`src/sbb_pkg.sv`:
```
/*
  shared constants of the blend and buffer select register bank.
  assumes a 32-bit memory-mapped register port with word-aligned byte offsets.
*/
package sbb_pkg;
  // register offsets
  localparam logic [15:0] OFS_BLEND = 16'h81a0;
  localparam logic [15:0] OFS_PRI_BASE0 = 16'h81c0;
  localparam logic [15:0] OFS_PRI_BASE1 = 16'h81c4;
  localparam logic [15:0] OFS_PRI_STRIDE = 16'h81c8;
  localparam logic [15:0] OFS_DBUF = 16'h81cc;
  localparam logic [15:0] OFS_SEC_BASE0 = 16'h81d0;
  localparam logic [15:0] OFS_SEC_BASE1 = 16'h81d4;
  localparam logic [15:0] OFS_SEC_STRIDE = 16'h81d8;
  // field positions
  localparam int KS_LSB = 2;
  localparam int KP_LSB = 10;
  localparam int MODE_LSB = 24;
  localparam int COEF_W = 3;
  localparam int MODE_W = 3;
  localparam int ADDR_W = 22;
  localparam int STRIDE_W = 12;
  localparam int PBS_BIT = 0;
  localparam int SBS_LSB = 1;
  localparam int LIS_BIT = 4;
  localparam int LSL_BIT = 5;
  localparam int LST_BIT = 6;
  // reset values
  localparam logic [31:0] BLEND_RST = 32'h0000_0000;
  localparam logic [6:0] DBUF_RST = 7'h00;
  // full blend weight
  localparam logic [3:0] COEF_FULL = 4'h8;
  // compose modes
  localparam logic [2:0] MODE_SEC_OPAQUE = 3'h0;
  localparam logic [2:0] MODE_PRI_OPAQUE = 3'h1;
  localparam logic [2:0] MODE_DISSOLVE = 3'h2;
  localparam logic [2:0] MODE_FADE = 3'h3;
  localparam logic [2:0] MODE_KEY_PRI = 3'h5;
  localparam logic [2:0] MODE_KEY_SEC = 3'h6;
  // secondary select codes
  localparam logic [1:0] SBS_FIRST = 2'h0;
  localparam logic [1:0] SBS_SECOND = 2'h1;
  localparam logic [1:0] SBS_SAME = 2'h2;
  localparam logic [1:0] SBS_OPPOSITE = 2'h3;
endpackage

```
`src/sbb_blend_lane.sv`:
```
/*
  one colour channel of the stream compositor.
  assumes key match flags arrive from keying logic outside this bank.
*/
`timescale 1ns/10ps
module sbb_blend_lane #(
  parameter int CH_W = 8
) (
  input wire logic sys_clk_in,
  input wire logic reset_in,
  input wire logic [2:0] mode_in,
  input wire logic [2:0] primary_blend_coeff_in,
  input wire logic [2:0] secondary_blend_coeff_in,
  input wire logic [CH_W-1:0] primary_pixel_value_in,
  input wire logic [CH_W-1:0] secondary_pixel_value_in,
  input wire logic primary_key_hit_in,
  input wire logic secondary_key_hit_in,
  output logic [CH_W-1:0] pixel_out
);
  logic [CH_W-1:0] pix_r;
  logic [CH_W-1:0] pix_nxt;
  logic [CH_W+4:0] sum;
  logic [3:0] wp;
  logic [3:0] ws;

  // weighted sum per mode
  always_comb begin
    wp = {1'b0, primary_blend_coeff_in};
    ws = {1'b0, secondary_blend_coeff_in};
    sum = '0;
    pix_nxt = '0;
    unique case (mode_in)
      sbb_pkg::MODE_SEC_OPAQUE: pix_nxt = secondary_pixel_value_in;
      sbb_pkg::MODE_PRI_OPAQUE: pix_nxt = primary_pixel_value_in;
      sbb_pkg::MODE_DISSOLVE: begin
        ws = 4'(sbb_pkg::COEF_FULL - wp); // secondary coeff ignored
        sum = (CH_W+5)'(primary_pixel_value_in * wp) + (CH_W+5)'(secondary_pixel_value_in * ws);
        pix_nxt = CH_W'(sum >> 3);
      end
      sbb_pkg::MODE_FADE: begin
        sum = (CH_W+5)'(primary_pixel_value_in * wp) + (CH_W+5)'(secondary_pixel_value_in * ws);
        pix_nxt = CH_W'(sum >> 3); // software keeps sum of weights <= 8
      end
      sbb_pkg::MODE_KEY_PRI: begin
        // secondary shows where primary matches the key
        pix_nxt = primary_key_hit_in ? secondary_pixel_value_in : primary_pixel_value_in;
      end
      sbb_pkg::MODE_KEY_SEC: begin
        // primary shows where secondary matches the key
        pix_nxt = secondary_key_hit_in ? primary_pixel_value_in : secondary_pixel_value_in;
      end
      default: pix_nxt = primary_pixel_value_in; // reserved codes pass primary
    endcase
  end

  // output register
  always_ff @(posedge sys_clk_in) begin
    pix_r <= reset_in ? '0 : pix_nxt;
  end

  assign pixel_out = pix_r;
endmodule

```
`src/sbb_reg_bank.sv`:
```
/*
  blend control, stream base addresses, strides and double buffer select.
  assumes a single-cycle register port and sync pulses from display and video input.
*/
`timescale 1ns/10ps
module sbb_reg_bank #(
  parameter int CH_W = 8
) (
  input wire logic sys_clk_in,
  input wire logic reset_in,
  input wire logic reg_wr_in,
  input wire logic reg_rd_in,
  input wire logic [15:0] reg_addr_in,
  input wire logic [31:0] reg_wdata_in,
  output logic [31:0] reg_rdata_out,
  input wire logic vsync_in,
  input wire logic input_frame_end_in,
  input wire logic line_start_in,
  input wire logic frame_start_in,
  input wire logic [CH_W-1:0] primary_pixel_value_in,
  input wire logic [CH_W-1:0] secondary_pixel_value_in,
  input wire logic primary_key_hit_in,
  input wire logic secondary_key_hit_in,
  output logic [CH_W-1:0] pixel_out,
  output logic [21:0] primary_fetch_addr_out,
  output logic [21:0] secondary_fetch_addr_out,
  output logic [21:0] input_write_base_out,
  output logic input_port_buffer_choice_out
);
  initial begin
    if (CH_W < 1 || CH_W > 16) $error("sbb_reg_bank: CH_W out of range");
  end

  // software-visible blend fields and their live copies
  logic [2:0] ks_sh_r, ks_sh_nxt, kp_sh_r, kp_sh_nxt, mode_sh_r, mode_sh_nxt;
  logic [2:0] ks_r, ks_nxt, kp_r, kp_nxt, mode_r, mode_nxt;
  // address and stride storage
  logic [21:0] pri_base0_r, pri_base0_nxt, pri_base1_r, pri_base1_nxt;
  logic [21:0] sec_base0_r, sec_base0_nxt, sec_base1_r, sec_base1_nxt;
  logic [11:0] pri_stride_r, pri_stride_nxt, sec_stride_r, sec_stride_nxt;
  // double buffer control
  logic primary_buffer_choice_r, primary_buffer_choice_nxt;
  logic [1:0] secondary_buffer_choice_r, secondary_buffer_choice_nxt;
  logic input_port_buffer_choice_r, input_port_buffer_choice_nxt;
  logic input_choice_load_timing_r, input_choice_load_timing_nxt;
  logic input_choice_auto_toggle_r, input_choice_auto_toggle_nxt;
  logic lis_pend_r, lis_pend_nxt, lis_pend_val_r, lis_pend_val_nxt;
  // fetch address walkers and read data
  logic [21:0] pri_fetch_r, pri_fetch_nxt, sec_fetch_r, sec_fetch_nxt;
  logic [21:0] in_base_r, in_base_nxt;
  logic [31:0] rdata_r, rdata_nxt;
  logic sec_pick_second, wr_blend, wr_dbuf;
  logic [21:0] pri_start, sec_start;

  assign wr_blend = reg_wr_in && reg_addr_in == sbb_pkg::OFS_BLEND;
  assign wr_dbuf = reg_wr_in && reg_addr_in == sbb_pkg::OFS_DBUF;

  // blend shadow and vsync transfer
  always_comb begin
    ks_sh_nxt = ks_sh_r;
    kp_sh_nxt = kp_sh_r;
    mode_sh_nxt = mode_sh_r;
    if (wr_blend) begin
      ks_sh_nxt = reg_wdata_in[sbb_pkg::KS_LSB +: sbb_pkg::COEF_W];
      kp_sh_nxt = reg_wdata_in[sbb_pkg::KP_LSB +: sbb_pkg::COEF_W];
      mode_sh_nxt = reg_wdata_in[sbb_pkg::MODE_LSB +: sbb_pkg::MODE_W];
    end
    ks_nxt = ks_r;
    kp_nxt = kp_r;
    mode_nxt = mode_r;
    if (vsync_in) begin
      ks_nxt = ks_sh_nxt; // write in the vsync cycle also lands
      kp_nxt = kp_sh_nxt;
      mode_nxt = mode_sh_nxt;
    end
  end

  // blend registers
  always_ff @(posedge sys_clk_in) begin
    if (reset_in) begin
      ks_sh_r <= sbb_pkg::BLEND_RST[sbb_pkg::KS_LSB +: sbb_pkg::COEF_W];
      kp_sh_r <= sbb_pkg::BLEND_RST[sbb_pkg::KP_LSB +: sbb_pkg::COEF_W];
      mode_sh_r <= sbb_pkg::BLEND_RST[sbb_pkg::MODE_LSB +: sbb_pkg::MODE_W];
      ks_r <= sbb_pkg::BLEND_RST[sbb_pkg::KS_LSB +: sbb_pkg::COEF_W];
      kp_r <= sbb_pkg::BLEND_RST[sbb_pkg::KP_LSB +: sbb_pkg::COEF_W];
      mode_r <= sbb_pkg::BLEND_RST[sbb_pkg::MODE_LSB +: sbb_pkg::MODE_W];
    end else begin
      ks_sh_r <= ks_sh_nxt;
      kp_sh_r <= kp_sh_nxt;
      mode_sh_r <= mode_sh_nxt;
      ks_r <= ks_nxt;
      kp_r <= kp_nxt;
      mode_r <= mode_nxt;
    end
  end

  // address and stride stores, not reset
  always_comb begin
    pri_base0_nxt = pri_base0_r;
    pri_base1_nxt = pri_base1_r;
    sec_base0_nxt = sec_base0_r;
    sec_base1_nxt = sec_base1_r;
    pri_stride_nxt = pri_stride_r;
    sec_stride_nxt = sec_stride_r;
    if (reg_wr_in) begin
      unique case (reg_addr_in)
        sbb_pkg::OFS_PRI_BASE0: pri_base0_nxt = reg_wdata_in[sbb_pkg::ADDR_W-1:0];
        sbb_pkg::OFS_PRI_BASE1: pri_base1_nxt = reg_wdata_in[sbb_pkg::ADDR_W-1:0];
        sbb_pkg::OFS_SEC_BASE0: sec_base0_nxt = reg_wdata_in[sbb_pkg::ADDR_W-1:0];
        sbb_pkg::OFS_SEC_BASE1: sec_base1_nxt = reg_wdata_in[sbb_pkg::ADDR_W-1:0];
        sbb_pkg::OFS_PRI_STRIDE: pri_stride_nxt = reg_wdata_in[sbb_pkg::STRIDE_W-1:0];
        sbb_pkg::OFS_SEC_STRIDE: sec_stride_nxt = reg_wdata_in[sbb_pkg::STRIDE_W-1:0];
        default: ; // other offsets belong elsewhere
      endcase
    end
  end

  always_ff @(posedge sys_clk_in) begin
    pri_base0_r <= pri_base0_nxt;
    pri_base1_r <= pri_base1_nxt;
    sec_base0_r <= sec_base0_nxt;
    sec_base1_r <= sec_base1_nxt;
    pri_stride_r <= pri_stride_nxt;
    sec_stride_r <= sec_stride_nxt;
  end

  // double buffer select with frame-end load and toggle
  always_comb begin
    primary_buffer_choice_nxt = primary_buffer_choice_r;
    secondary_buffer_choice_nxt = secondary_buffer_choice_r;
    input_choice_load_timing_nxt = input_choice_load_timing_r;
    input_choice_auto_toggle_nxt = input_choice_auto_toggle_r;
    input_port_buffer_choice_nxt = input_port_buffer_choice_r;
    lis_pend_nxt = lis_pend_r;
    lis_pend_val_nxt = lis_pend_val_r;
    if (input_frame_end_in) begin
      if (lis_pend_r) begin
        input_port_buffer_choice_nxt = lis_pend_val_r; // load first
        lis_pend_nxt = 1'b0;
      end
      if (input_choice_auto_toggle_r) begin
        input_port_buffer_choice_nxt = ~input_port_buffer_choice_nxt; // then toggle
      end
    end
    if (wr_dbuf) begin
      primary_buffer_choice_nxt = reg_wdata_in[sbb_pkg::PBS_BIT];
      secondary_buffer_choice_nxt = reg_wdata_in[sbb_pkg::SBS_LSB +: 2];
      input_choice_load_timing_nxt = reg_wdata_in[sbb_pkg::LSL_BIT];
      input_choice_auto_toggle_nxt = reg_wdata_in[sbb_pkg::LST_BIT];
      if (reg_wdata_in[sbb_pkg::LSL_BIT]) begin
        lis_pend_nxt = 1'b1; // held until frame end
        lis_pend_val_nxt = reg_wdata_in[sbb_pkg::LIS_BIT];
      end else begin
        lis_pend_nxt = 1'b0;
        input_port_buffer_choice_nxt = reg_wdata_in[sbb_pkg::LIS_BIT]; // at once
      end
    end
  end

  always_ff @(posedge sys_clk_in) begin
    if (reset_in) begin
      primary_buffer_choice_r <= sbb_pkg::DBUF_RST[sbb_pkg::PBS_BIT];
      secondary_buffer_choice_r <= sbb_pkg::DBUF_RST[sbb_pkg::SBS_LSB +: 2];
      input_port_buffer_choice_r <= sbb_pkg::DBUF_RST[sbb_pkg::LIS_BIT];
      input_choice_load_timing_r <= sbb_pkg::DBUF_RST[sbb_pkg::LSL_BIT];
      input_choice_auto_toggle_r <= sbb_pkg::DBUF_RST[sbb_pkg::LST_BIT];
      lis_pend_r <= 1'b0;
      lis_pend_val_r <= 1'b0;
    end else begin
      primary_buffer_choice_r <= primary_buffer_choice_nxt;
      secondary_buffer_choice_r <= secondary_buffer_choice_nxt;
      input_port_buffer_choice_r <= input_port_buffer_choice_nxt;
      input_choice_load_timing_r <= input_choice_load_timing_nxt;
      input_choice_auto_toggle_r <= input_choice_auto_toggle_nxt;
      lis_pend_r <= lis_pend_nxt;
      lis_pend_val_r <= lis_pend_val_nxt;
    end
  end

  // fetch start selection and per-line walk
  always_comb begin
    unique case (secondary_buffer_choice_r)
      sbb_pkg::SBS_FIRST: sec_pick_second = 1'b0;
      sbb_pkg::SBS_SECOND: sec_pick_second = 1'b1;
      sbb_pkg::SBS_SAME: sec_pick_second = input_port_buffer_choice_r;
      default: sec_pick_second = ~input_port_buffer_choice_r;
    endcase
    pri_start = primary_buffer_choice_r ? pri_base1_r : pri_base0_r;
    sec_start = sec_pick_second ? sec_base1_r : sec_base0_r;
    pri_fetch_nxt = pri_fetch_r;
    sec_fetch_nxt = sec_fetch_r;
    if (frame_start_in) begin
      pri_fetch_nxt = pri_start;
      sec_fetch_nxt = sec_start;
    end else if (line_start_in) begin
      pri_fetch_nxt = pri_fetch_r + {10'h000, pri_stride_r};
      sec_fetch_nxt = sec_fetch_r + {10'h000, sec_stride_r};
    end
    // follows the next select so the index output does not lag the select bit
    in_base_nxt = input_port_buffer_choice_nxt ? 22'h000001 : 22'h000000;
  end

  always_ff @(posedge sys_clk_in) begin
    if (reset_in) begin
      pri_fetch_r <= '0;
      sec_fetch_r <= '0;
      in_base_r <= '0;
    end else begin
      pri_fetch_r <= pri_fetch_nxt;
      sec_fetch_r <= sec_fetch_nxt;
      in_base_r <= in_base_nxt;
    end
  end

  // read mux, reserved bits zero
  always_comb begin
    rdata_nxt = 32'h0000_0000;
    if (reg_rd_in) begin
      unique case (reg_addr_in)
        sbb_pkg::OFS_BLEND: begin
          rdata_nxt[sbb_pkg::KS_LSB +: sbb_pkg::COEF_W] = ks_sh_r;
          rdata_nxt[sbb_pkg::KP_LSB +: sbb_pkg::COEF_W] = kp_sh_r;
          rdata_nxt[sbb_pkg::MODE_LSB +: sbb_pkg::MODE_W] = mode_sh_r;
        end
        sbb_pkg::OFS_PRI_BASE0: rdata_nxt[sbb_pkg::ADDR_W-1:0] = pri_base0_r;
        sbb_pkg::OFS_PRI_BASE1: rdata_nxt[sbb_pkg::ADDR_W-1:0] = pri_base1_r;
        sbb_pkg::OFS_SEC_BASE0: rdata_nxt[sbb_pkg::ADDR_W-1:0] = sec_base0_r;
        sbb_pkg::OFS_SEC_BASE1: rdata_nxt[sbb_pkg::ADDR_W-1:0] = sec_base1_r;
        sbb_pkg::OFS_PRI_STRIDE: rdata_nxt[sbb_pkg::STRIDE_W-1:0] = pri_stride_r;
        sbb_pkg::OFS_SEC_STRIDE: rdata_nxt[sbb_pkg::STRIDE_W-1:0] = sec_stride_r;
        sbb_pkg::OFS_DBUF: begin
          rdata_nxt[sbb_pkg::PBS_BIT] = primary_buffer_choice_r;
          rdata_nxt[sbb_pkg::SBS_LSB +: 2] = secondary_buffer_choice_r;
          rdata_nxt[sbb_pkg::LIS_BIT] = input_port_buffer_choice_r; // live select
          rdata_nxt[sbb_pkg::LSL_BIT] = input_choice_load_timing_r;
          rdata_nxt[sbb_pkg::LST_BIT] = input_choice_auto_toggle_r;
        end
        default: ;
      endcase
    end
  end

  always_ff @(posedge sys_clk_in) begin
    rdata_r <= reset_in ? 32'h0000_0000 : rdata_nxt;
  end

  // compositing datapath on live coefficients
  sbb_blend_lane #(
    .CH_W(CH_W)
  ) u_lane (
    .sys_clk_in(sys_clk_in),
    .reset_in(reset_in),
    .mode_in(mode_r),
    .primary_blend_coeff_in(kp_r),
    .secondary_blend_coeff_in(ks_r),
    .primary_pixel_value_in(primary_pixel_value_in),
    .secondary_pixel_value_in(secondary_pixel_value_in),
    .primary_key_hit_in(primary_key_hit_in),
    .secondary_key_hit_in(secondary_key_hit_in),
    .pixel_out(pixel_out)
  );

  assign reg_rdata_out = rdata_r;
  assign primary_fetch_addr_out = pri_fetch_r;
  assign secondary_fetch_addr_out = sec_fetch_r;
  assign input_write_base_out = in_base_r;
  assign input_port_buffer_choice_out = input_port_buffer_choice_r;
endmodule

```
`config.mk`:
```
export PLATFORM = sky130hd
export DESIGN_NAME = sbb_reg_bank
export DESIGN_NICKNAME = d
export VERILOG_FILES = /design/src/sbb_pkg.sv /design/src/sbb_blend_lane.sv /design/src/sbb_reg_bank.sv
export SDC_FILE = /design/constraint.sdc
export NUM_CORES = 1
export LEC_CHECK = 0
export BUFFER_PORTS_ARGS = -buffer_cell sky130_fd_sc_hd__buf_2
export CAP_MARGIN = 10
export CORE_ASPECT_RATIO = 0.6
export CORE_MARGIN = 2
export CORE_UTILIZATION = 40
export CTS_CLUSTER_SIZE = 16
export DETAILED_ROUTE_END_ITERATION = 8
export PLACE_DENSITY = 0.56
export SYNTH_ARGS = -nofsm -noshare
export SYNTH_HDL_FRONTEND = slang
export SYNTH_SLANG_ARGS = --single-unit
```
`constraint.sdc`:
```
create_clock -name sys_clk_in -period 9.6 [get_ports sys_clk_in]
set_clock_uncertainty 0.15 [all_clocks]
set_input_delay 0.96 -clock sys_clk_in [delete_from_list [all_inputs] [get_ports sys_clk_in]]
set_output_delay 0.96 -clock sys_clk_in [all_outputs]
set_load 0.005 [all_outputs]
```
# Word-level counts from Yosys, hierarchy flattened
# Cells that the tools add are included.
# W data, S select, Z words.
word_totals:
  word_cells: 98
  n_memories: 0
  register_bits: 237
  rom_bits: 0
  ram_bits: 0
  latch_bits: 0
  input_bits: 74
classes:
  n_reduce_logical: 15
  n_lt_le_gt_ge: 0
  n_div: 0
  shift: 0
  bitwise: 4
  n_mul: 3
  n_mux: 32
  n_addsub: 5
  n_eq_ne: 14
ops:
  columns: ["operator", "count"]
  rows:
  - ["$mux W22", 6]
  - ["$eq A16 B16 Y1 const B", 8]
  - ["$add A22 B12 Y22", 2]
  - ["$pmux W2 S7", 3]
  - ["$pmux W8 S5", 1]
  - ["$pmux W9 S4", 1]
  - ["$add A11 B11 Y11", 2]
  - ["$mul A8 B3 Y11", 2]
  - ["$pmux W3 S6", 1]
  - ["$mux W8", 2]
  - ["$pmux W1 S8", 2]
  - ["$reduce_and A2 Y1", 7]
  - ["$mul A8 B4 Y11", 1]
  - ["$mux W1", 10]
  - ["$mux W3", 3]
  - ["$pmux W1 S7", 1]
  - ["$eq A3 B2 Y1 const B", 2]
  - ["$eq A3 B3 Y1 const B", 2]
  - ["$pmux W1 S5", 1]
  - ["$not A1 Y1", 4]
  - ["$reduce_bool A2 Y1", 2]
  - ["$sub A4 B3 Y4 const A", 1]
  - ["$logic_not A3 Y1", 1]
  - ["$pmux W1 S3", 1]
  - ["other kinds (6)", 7]

# Longest topological paths before layout
# Gate-level depths: netlist of the first run.
depth:
  depth_word: 8
  mapped_depth: 20
  mapped_depth_nobuf: 19

# Hierarchy
# A second synthesis of the first run with hierarchy kept.
hier_totals:
  hier_cells: 1264
  area_unflattened_um2: 12946.2
by_module_without_submodules:
  columns: ["module", "n_inst", "cells_each", "area_each_um2"]
  rows:
  - ["sbb_reg_bank", 1, 864, 9815.7]
  - ["sbb_blend_lane", 1, 400, 3130.5]

# Worst setup path after synthesis of the first run
# No wires, ideal clock.
synth_timing:
  path_kind: "input to register"
  start: "input primary_pixel_value_in[2]"
  end: "register u_lane.pix_r[7], in the netlist u_lane.pixel_out[7]"
  setup_ps: 130
  cell_stages: 16
  path_slack_ps: 4491
  t_arrival_ps: 4829
  path_buffers: 0
  required_ps: 9320
  path_cell_list: "and2_1 fa_1 ha_1 fa_1 a21oi_1 nor2_1 a311o_1 xnor2_1 inv_1 fa_1 ha_1 and3_1 a221oi_1 xnor3_1 a21oi_1 o22ai_1"
synth_via:
  elab_chain_cells: 3
  word_cells_on_any_way: 4
  cone_classes: "add/sub: 2; mul: 1; mux: 1"
synth_lines:
  columns: ["item", "line_no", "text"]
  rows:
  - ["from (decl)", "sbb_reg_bank.sv:20", "input wire logic [CH_W-1:0] primary_pixel_value_in,"]
  - ["$mul A8 B3 Y11 (*)", "sbb_blend_lane.sv:37, sbb_blend_lane.sv:41", null]
  - ["$add A11 B11 Y11, on equally long branches", "sbb_blend_lane.sv:41, sbb_blend_lane.sv:37", null]
  - ["$pmux W8 S5 (*)", "sbb_blend_lane.sv:32", "unique case (mode_in)"]
  - ["to (signal assigned)", "sbb_blend_lane.sv:58", "pix_r <= reset_in ? '0 : pix_nxt;"]
  - ["to (decl)", "sbb_blend_lane.sv:20", "logic [CH_W-1:0] pix_r;"]
# Every way passes the cells marked *; elsewhere a longest branch is shown, timed or not.
# A chain may end at the register's enable or synchronous reset.

# Worst setup path in the final report of the first run
layout_timing:
  start: "register kp_r[0]"
  end: "register u_lane.pix_r[7], in the netlist u_lane.pixel_out[7]"
layout_via:
  elab_chain_cells: 4
  word_cells_on_any_way: 6
  cone_classes: "add/sub: 3; mul: 2; mux: 1"
layout_lines:
  columns: ["item", "line_no", "text"]
  rows:
  - ["from (decl)", "sbb_reg_bank.sv:36", "logic [2:0] ks_r, ks_nxt, kp_r, kp_nxt, mode_r, mode_nxt;"]
  - ["from (signal assigned)", "sbb_reg_bank.sv:85", "kp_r <= sbb_pkg::BLEND_RST[sbb_pkg::KP_LSB +: sbb_pkg::COEF_W];"]
  - ["from (signal assigned)", "sbb_reg_bank.sv:92", "kp_r <= kp_nxt;"]
  - ["$sub A4 B3 Y4", "sbb_blend_lane.sv:36", "ws = 4'(sbb_pkg::COEF_FULL - wp);"]
  - ["$mul A8 B4 Y11", "sbb_blend_lane.sv:37", "sum = (CH_W+5)'(primary_pixel_value_in * wp) + (CH_W+5)'(secondary_pixel_value_in * ws);"]
  - ["$add A11 B11 Y11", "sbb_blend_lane.sv:37", null]
  - ["$pmux W8 S5 (*)", "sbb_blend_lane.sv:32", null]
# Marked as above.

==> results of run 1 <==
==> layer usage <==
layer	share of wire, %	track usage, %
met1	51	36.3
met2	39	29.8
met3	8.4	4.50
met4	1.3	3.56
met5	0	0
==> worst max-delay path, stage by stage (launching register included) <==
cell and delay [ns]:
dfxtp_1 0.82, inv_1 0.10, ha_1 0.23, xnor2_1 0.61
nand2_1 0.16, fa_1 0.55, fa_1 0.44, fa_1 0.51
inv_1 0.04, ha_1 0.32, and4_1 0.19, a221o_1 0.39
o31a_1 0.33, a311oi_2 0.41, o21bai_1 0.12, xnor2_1 0.21
o22ai_1 0.11
==> logic make-up (layout without fill, tap and decap cells) <==
logic type / count (synthesis) / count (layout) / share of synthesized area [%]
flip-flops: 215 / 215 / 42.4
other: 1 / 29 / 0.0293
adder cells (fa/ha/maj): 103 / 103 / 12.5
AO/OA/AOI/OAI: 296 / 296 / 15.9
multiplexers: 77 / 77 / 6.37
buffers and inverters: 163 / 277 / 5.74
XOR/XNOR: 56 / 56 / 3.94
AND/OR/NAND/NOR: 331 / 331 / 13.1
==> metrics by stage <==
| step | instances | setup WS [ns] | util (%) | cell area, um^2 | hold slack, ns |
|---|---|---|---|---|---|
| 2_1_floorplan | 1269 | 4.49 | - | 12900 | 0.282 |
| 3_3_place_gp | 1758 | 3.86 | 44.0 | 13800 | 0.301 |
| 3_5_place_dp | 1758 | 3.85 | 44.0 | 13800 | 0.319 |
| 4_1_cts | 1799 | 3.81 | 46.3 | 14500 | 0.327 |
| 5_1_grt | 1799 | 3.45 | 46.3 | 14500 | 0.342 |
| 6_report | 1800 | 3.74 | 46.3 | 14500 | 0.328 |
==> how the worst min path moves through the flow <==
stage                                          start                    endpoint  depth (start not counted)
final                     input_choice_load_timing_r  input_choice_load_timing_r                          2
after global routing      input_choice_load_timing_r  input_choice_load_timing_r                          2
after CTS                 input_choice_load_timing_r  input_choice_load_timing_r                          2
after detailed placement  input_choice_load_timing_r  input_choice_load_timing_r                          2
after global placement    input_choice_load_timing_r  input_choice_load_timing_r                          2
after floorplan           input_choice_load_timing_r  input_choice_load_timing_r                          2
==> cells in the mapped netlist, types with 3 or more instances <==
master	instances
o21ai_1	3
fa_1	42
and3_1	11
a211oi_1	46
clkbuf_1	39
nand2b_1	9
o211ai_1	3
a22oi_1	8
dfxtp_1	103
o21a_1	5
o21bai_1	3
or3_1	5
a222oi_1	12
or2_2	4
a31oi_1	18
o31ai_1	10
o21ai_0	50
ha_1	61
nand4_1	4
edfxtp_1	112
nand3b_1	3
buf_1	7
buf_4	30
a22o_1	5
mux2_2	35
a21oi_1	71
a21o_1	6
inv_1	80
and2_1	42
nor2_1	73
a221oi_1	23
nor4b_1	4
buf_2	7
xor2_1	18
and4_1	3
o22ai_1	3
nand2_1	114
nor3_1	11
xnor2_1	37
a221o_1	6
nand3_1	15
mux2i_1	42
o311ai_0	3
nor2b_1	19
==> state kept, by name (all words and copies together) (netlist names) <==
signal	flops
primary_buffer_choice_r	1
pri_stride_r	12
primary_fetch_addr_out	22
kp_sh_r	3
ks_r	3
u_lane.pixel_out	8
input_choice_load_timing_r	1
pri_base0_r	22
secondary_fetch_addr_out	22
reg_rdata_out	25
sec_base0_r	22
lis_pend_r	1
mode_sh_r	3
sec_stride_r	12
secondary_buffer_choice_r	2
mode_r	3
pri_base1_r	22
lis_pend_val_r	1
input_port_buffer_choice_out	1
input_choice_auto_toggle_r	1
ks_sh_r	3
kp_r	3
sec_base1_r	22
==> power by group <==
| group | switching, uW | total (uW) | internal [uW] |
|---|---|---|---|
| combinational | 206 | 350 | 144 |
| clock | 390 | 882 | 492 |
| sequential | 20.9 | 1000 | 983 |
| total | 617 | 2240 | 1620 |
==> layout make-up <==
class / count / area, um^2 / share of cell area (%)
sequential: 215 / 5430 / 37.4
inverter: 80 / 300 / 2.07
timing repair buffer: 156 / 808 / 5.57
tap: 416 / 520 / 3.59
clock buffer: 32 / 639 / 4.41
antenna: 1 / 2.50 / 0.0172
multi-input combinational: 891 / 6740 / 46.4
clock inverter: 9 / 77.6 / 0.535
==> flow_metrics.env, run 1 <==
export IMPL_status="finished clean"
export IMPL_drt_total_wl_mm=38.1
export IMPL_setup_tns_ns=0
export IMPL_drc=0
export IMPL_syn_inst=1242
export IMPL_grt_start_max_net_pins=56
export IMPL_rr_worst_depth=16
export IMPL_power_total_uw=2240
export IMPL_die_y_um=142
export IMPL_fmax_mhz=171
export IMPL_powerDensity_mw_per_mm2=154
export IMPL_rows=50
export IMPL_dp_hpwl_mm=27.4
export IMPL_drive_gt1_share_pct=17.6
export IMPL_cp_required_ns=9.86
export IMPL_core_area_mm2=0.0313
export IMPL_cts_resized=0
export IMPL_yosysWarnings=0
export IMPL_fillers=2949
export IMPL_initial_core_util_pct=40.8
export IMPL_period_share_pct=61.0
export IMPL_synthDominantCellAreaShare_pct=26.3
export IMPL_cts_buffer_depth=3
export IMPL_critical_path_endpoint="u_lane.pixel_out[7]"
export IMPL_post_cts_setup_buffers=0
export IMPL_grt_first_pass_wirelength_mm=56.9
export IMPL_cts_tree="yes"
export IMPL_regToRegStartpoint="kp_r[0]"
export IMPL_first_global_vias=9205
export IMPL_leakage_uw=0.00597
export IMPL_synth_edf_count=112
export IMPL_r2r_slack_ns=3.74
export IMPL_postCtsHoldBufs=0
export IMPL_finalHoldViolCount=0
export IMPL_nets=1544
export IMPL_syn_to_final_growth_pct=13.5
export IMPL_syn_area_per_cell_um2=10.3
export IMPL_grt_util_all_layers_pct=22.3
export IMPL_rr_endpoint="u_lane.pixel_out[7]"
export IMPL_setup_viol=0
export IMPL_worst_pin_slew_ns=1.12
export IMPL_hold_class="reg -> reg"
export IMPL_numCtsBuffers=23
export IMPL_wire_per_inst_um=21.2
export IMPL_synthArstFlopShare_pct=0
export IMPL_path_max_fanout=18
export IMPL_drv_cap=0
export IMPL_ant_nets=0
export IMPL_syn_area_mm2=0.0128
export IMPL_synth_ff_type="edfxtp_1"
export IMPL_io_buffers=145
export IMPL_critical_path_arrival_ns=6.12
export IMPL_layout_commonest_cell="buf_2"
export IMPL_synth_seq_area_share_pct=42.4
export IMPL_clk_latency_ns=0.53
export IMPL_ys_seq_elements=215
export IMPL_drtIter0Drc=924
export IMPL_rsz0062_at_grt="no"
export IMPL_clock_sinks=215
export IMPL_via_per_inst=5.58
export IMPL_synth_cell_types=75
export IMPL_fin_crit_ns=5.86
export IMPL_drtPass1Iterations=7
export IMPL_cp_startpoint="kp_r[0]"
export IMPL_vdd_drop_max_mv=0.111
export IMPL_h_tree_depth=1
export IMPL_drv_slew=0
export IMPL_clk_pin_slew_worst_paths_ns=0.07
export IMPL_die_w_um=235
export IMPL_die_area_mm2=0.0335
export IMPL_startpoint_type="flip-flop"
export IMPL_overflow=0
export IMPL_route_vias_total=10036
export IMPL_synth_area_leader_cell="edfxtp_1"
export IMPL_antenna_found_initial=1
export IMPL_worstSetupEndpointType="flip-flop"
export IMPL_globalplace_congestion=0.846
export IMPL_root_buffer="clkbuf_16"
export IMPL_mostFrequentLayoutCells="buf_2, nand2_1, edfxtp_1"
export IMPL_synthTopCellsByArea="edfxtp_1, dfxtp_1, fa_1"
export IMPL_pin_count=181
export IMPL_crit_type="reg -> reg"
export IMPL_slew_headroom_pct=24.4
(Power assumes the default switching activity.)
==> inputs of run 2 (changes only) <==
--- a/config.mk
+++ b/config.mk
@@ -12,7 +12,7 @@
 export CORE_UTILIZATION = 40
 export CTS_CLUSTER_SIZE = 16
 export DETAILED_ROUTE_END_ITERATION = 8
-export PLACE_DENSITY = 0.56
+export PLACE_DENSITY = 0.58
 export SYNTH_ARGS = -nofsm -noshare
 export SYNTH_HDL_FRONTEND = slang
 export SYNTH_SLANG_ARGS = --single-unit
==> constraint.sdc (replaced) <==
create_clock -name sys_clk_in -period 5.2 [get_ports sys_clk_in]
set_clock_uncertainty 0.15 [all_clocks]
set_input_delay 0.52 -clock sys_clk_in [delete_from_list [all_inputs] [get_ports sys_clk_in]]
set_output_delay 0.52 -clock sys_clk_in [all_outputs]
set_load 0.005 [all_outputs]
==> run 2 against run 1 <==
Clock power rose by 89%. Non-clock buffer count rose by 18. Critical path depth unchanged. Register-to-register slack got worse by 3.5 ns. Critical endpoint unchanged. Power rose by 88%.
==> flow_metrics.env, run 2 (synthesis results as in run 1) <==
export IMPL_die_area_mm2=0.0335
export IMPL_finalHoldViolCount=0
export IMPL_cts_tree="yes"
export IMPL_leakage_uw=0.00608
export IMPL_grt_util_all_layers_pct=22.5
export IMPL_drt_total_wl_mm=38.3
export IMPL_slew_headroom_pct=15.9
export IMPL_drv_slew=0
export IMPL_fin_cells=1817
export IMPL_grt_start_max_net_pins=59
export IMPL_setup_viol=0
export IMPL_powerDensity_mw_per_mm2=286
export IMPL_syn_to_final_growth_pct=14.9
export IMPL_crit_top_cell="fa_1"
export IMPL_rr_worst_depth=16
export IMPL_vdd_drop_max_mv=0.175
export IMPL_rr_endpoint="u_lane.pixel_out[7]"
export IMPL_core_area_mm2=0.0313
export IMPL_drv_cap=0
export IMPL_critPathMaxStageDelay_ns=0.53
export IMPL_clock_sinks=215
export IMPL_seqPwrFrac_pct=44.1
export IMPL_regToRegStartpoint="kp_r[0]"
export IMPL_via_per_inst=5.61
export IMPL_hold_class="in -> reg"
export IMPL_globalplace_congestion=0.867
export IMPL_startpoint_type="flip-flop"
export IMPL_grt_first_pass_wirelength_mm=57.6
export IMPL_dp_cells=1775
export IMPL_postCtsHoldBufs=0
export IMPL_dp_hpwl_mm=28.1
export IMPL_critical_path_endpoint="u_lane.pixel_out[7]"
export IMPL_switchingPower_uw=1140
export IMPL_initial_core_util_pct=40.8
export IMPL_numCtsBuffers=23
export IMPL_clkPwrFrac_pct=39.8
export IMPL_layout_commonest_cell="buf_2"
export IMPL_mostFrequentLayoutCells="buf_2, nand2_1, edfxtp_1"
export IMPL_clk_latency_ns=0.52
export IMPL_drc=0
export IMPL_worst_pin_slew_ns=1.26
export IMPL_fin_crit_ns=4.98
export IMPL_pwr_share_comb_pct=16.1
export IMPL_worstSetupEndpointType="flip-flop"
export IMPL_overflow=0
export IMPL_post_route_util_pct=46.9
export IMPL_wire_per_inst_um=21.1
export IMPL_crit_type="reg -> reg"
export IMPL_swShare_pct=27.1
export IMPL_crit_chain="inv_1 -> ha_1 -> xnor2_2 -> nand2_1 -> fa_1 -> fa_1 -> fa_1 -> inv_1 -> ha_1 -> and4_1 -> a221o_1 -> o31a_1 -> a311oi_2 -> o21bai_1 -> xnor2_1 -> o22ai_1"
export IMPL_nets=1562
export IMPL_cpMaxStageDelayCell="fa_1"
export IMPL_ant_nets=0
export IMPL_final_area_mm2=0.0147
export IMPL_h_tree_depth=1
export IMPL_io_buffers=145
export IMPL_rows=50
export IMPL_fmax_mhz=201
export IMPL_status="finished clean"
export IMPL_die_y_um=142
export IMPL_antenna_found_initial=2
export IMPL_cts_buffer_depth=3
export IMPL_drtPass1Iterations=5
export IMPL_period_share_pct=95.8
export IMPL_r2r_slack_ns=0.22
export IMPL_path_max_fanout=8
export IMPL_root_buffer="clkbuf_16"
export IMPL_pin_count=181
export IMPL_p_int_uw=3060
export IMPL_drtIter0Drc=1051
export IMPL_route_vias_total=10201
export IMPL_critical_path_arrival_ns=5.22
export IMPL_clk_pin_slew_worst_paths_ns=0.07
export IMPL_largest_reg_flops=25
export IMPL_placedInstanceArea_mm2=0.0139
export IMPL_cp_required_ns=5.44
export IMPL_first_global_vias=9416
export IMPL_die_w_um=235
export IMPL_cp_startpoint="kp_r[0]"
export IMPL_drive_gt1_share_pct=18.9
## run 2: worst max-delay path: cells and delay by family, from the launching register on
family / cells / cell delay [ns]
compound gates: 5 / 1.37
buf+inv: 2 / 0.11
simple gates: 2 / 0.33
xor+xnor: 2 / 0.40
flops: 1 / 0.44
fa+ha+maj: 5 / 2.05
## run 2: layout make-up
class                   count  area [um^2]
fillers                  2996        16700
multi-input cells         891         6750
flip-flops and latches    215         5430
repair buffers            174          956
clock buffers              29          598
well taps                 416          520
inverters                  80          300
clock inverters            11          133
diodes                      1         2.50
## run 2: what timing repair did
| item | in CTS | in global routing |
|---|---|---|
| gates resized for setup | 0 | 5 |
| setup buffers | 0 | 1 |
| endpoints found under the hold margin | 0 | 0 |
| setup endpoints to repair | 0 | 5 |
## run 2: how the worst min path moves through the flow
stage               slack (ns)                          from                            to  cells after the start
finish                    0.07              reg_wdata_in[13]               sec_base1_r[13]                      1
detailed placement        0.32  secondary_buffer_choice_r[1]  secondary_buffer_choice_r[1]                      2
global route              0.07              reg_wdata_in[13]               pri_base0_r[13]                      1
floorplan                 0.28    input_choice_load_timing_r    input_choice_load_timing_r                      2
CTS                       0.05              reg_wdata_in[13]               sec_base1_r[13]                      1
global placement          0.31  secondary_buffer_choice_r[1]  secondary_buffer_choice_r[1]                      2
## run 2: per-layer routing
layer	up-vias	part of all wire [%]	GRT usage [%]
met5	-	0.018	0
met4	2	1.2	2.90
met3	41	8.4	4.38
met2	431	39	30.6
met1	4996	52	36.6
li1	4731	-	-
## run 2: power by group through the flow
stage / sequential (uW) / clock, uW / combinational [uW]
floorplan: 1880 / 0 / 464
global route: 1850 / 1750 / 760
finish: 1850 / 1670 / 675
detailed placement: 1890 / 0 / 663
CTS: 1850 / 1690 / 668
global placement: 1890 / 0 / 652
## run 2: stage by stage
step | hold slack [ns] | total power, uW | TNS [ns] | worst slack (ns)
floorplan | 0.282 | 2340 | 0 | 0.313
global placement | 0.314 | 2540 | 0 | 0.0833
detailed placement | 0.315 | 2550 | 0 | 0.0371
CTS | 0.0541 | 4210 | 0 | 0.0845
global route | 0.0654 | 4360 | -0.0575 | -0.0361
finish | 0.0692 | 4200 | 0 | 0.218
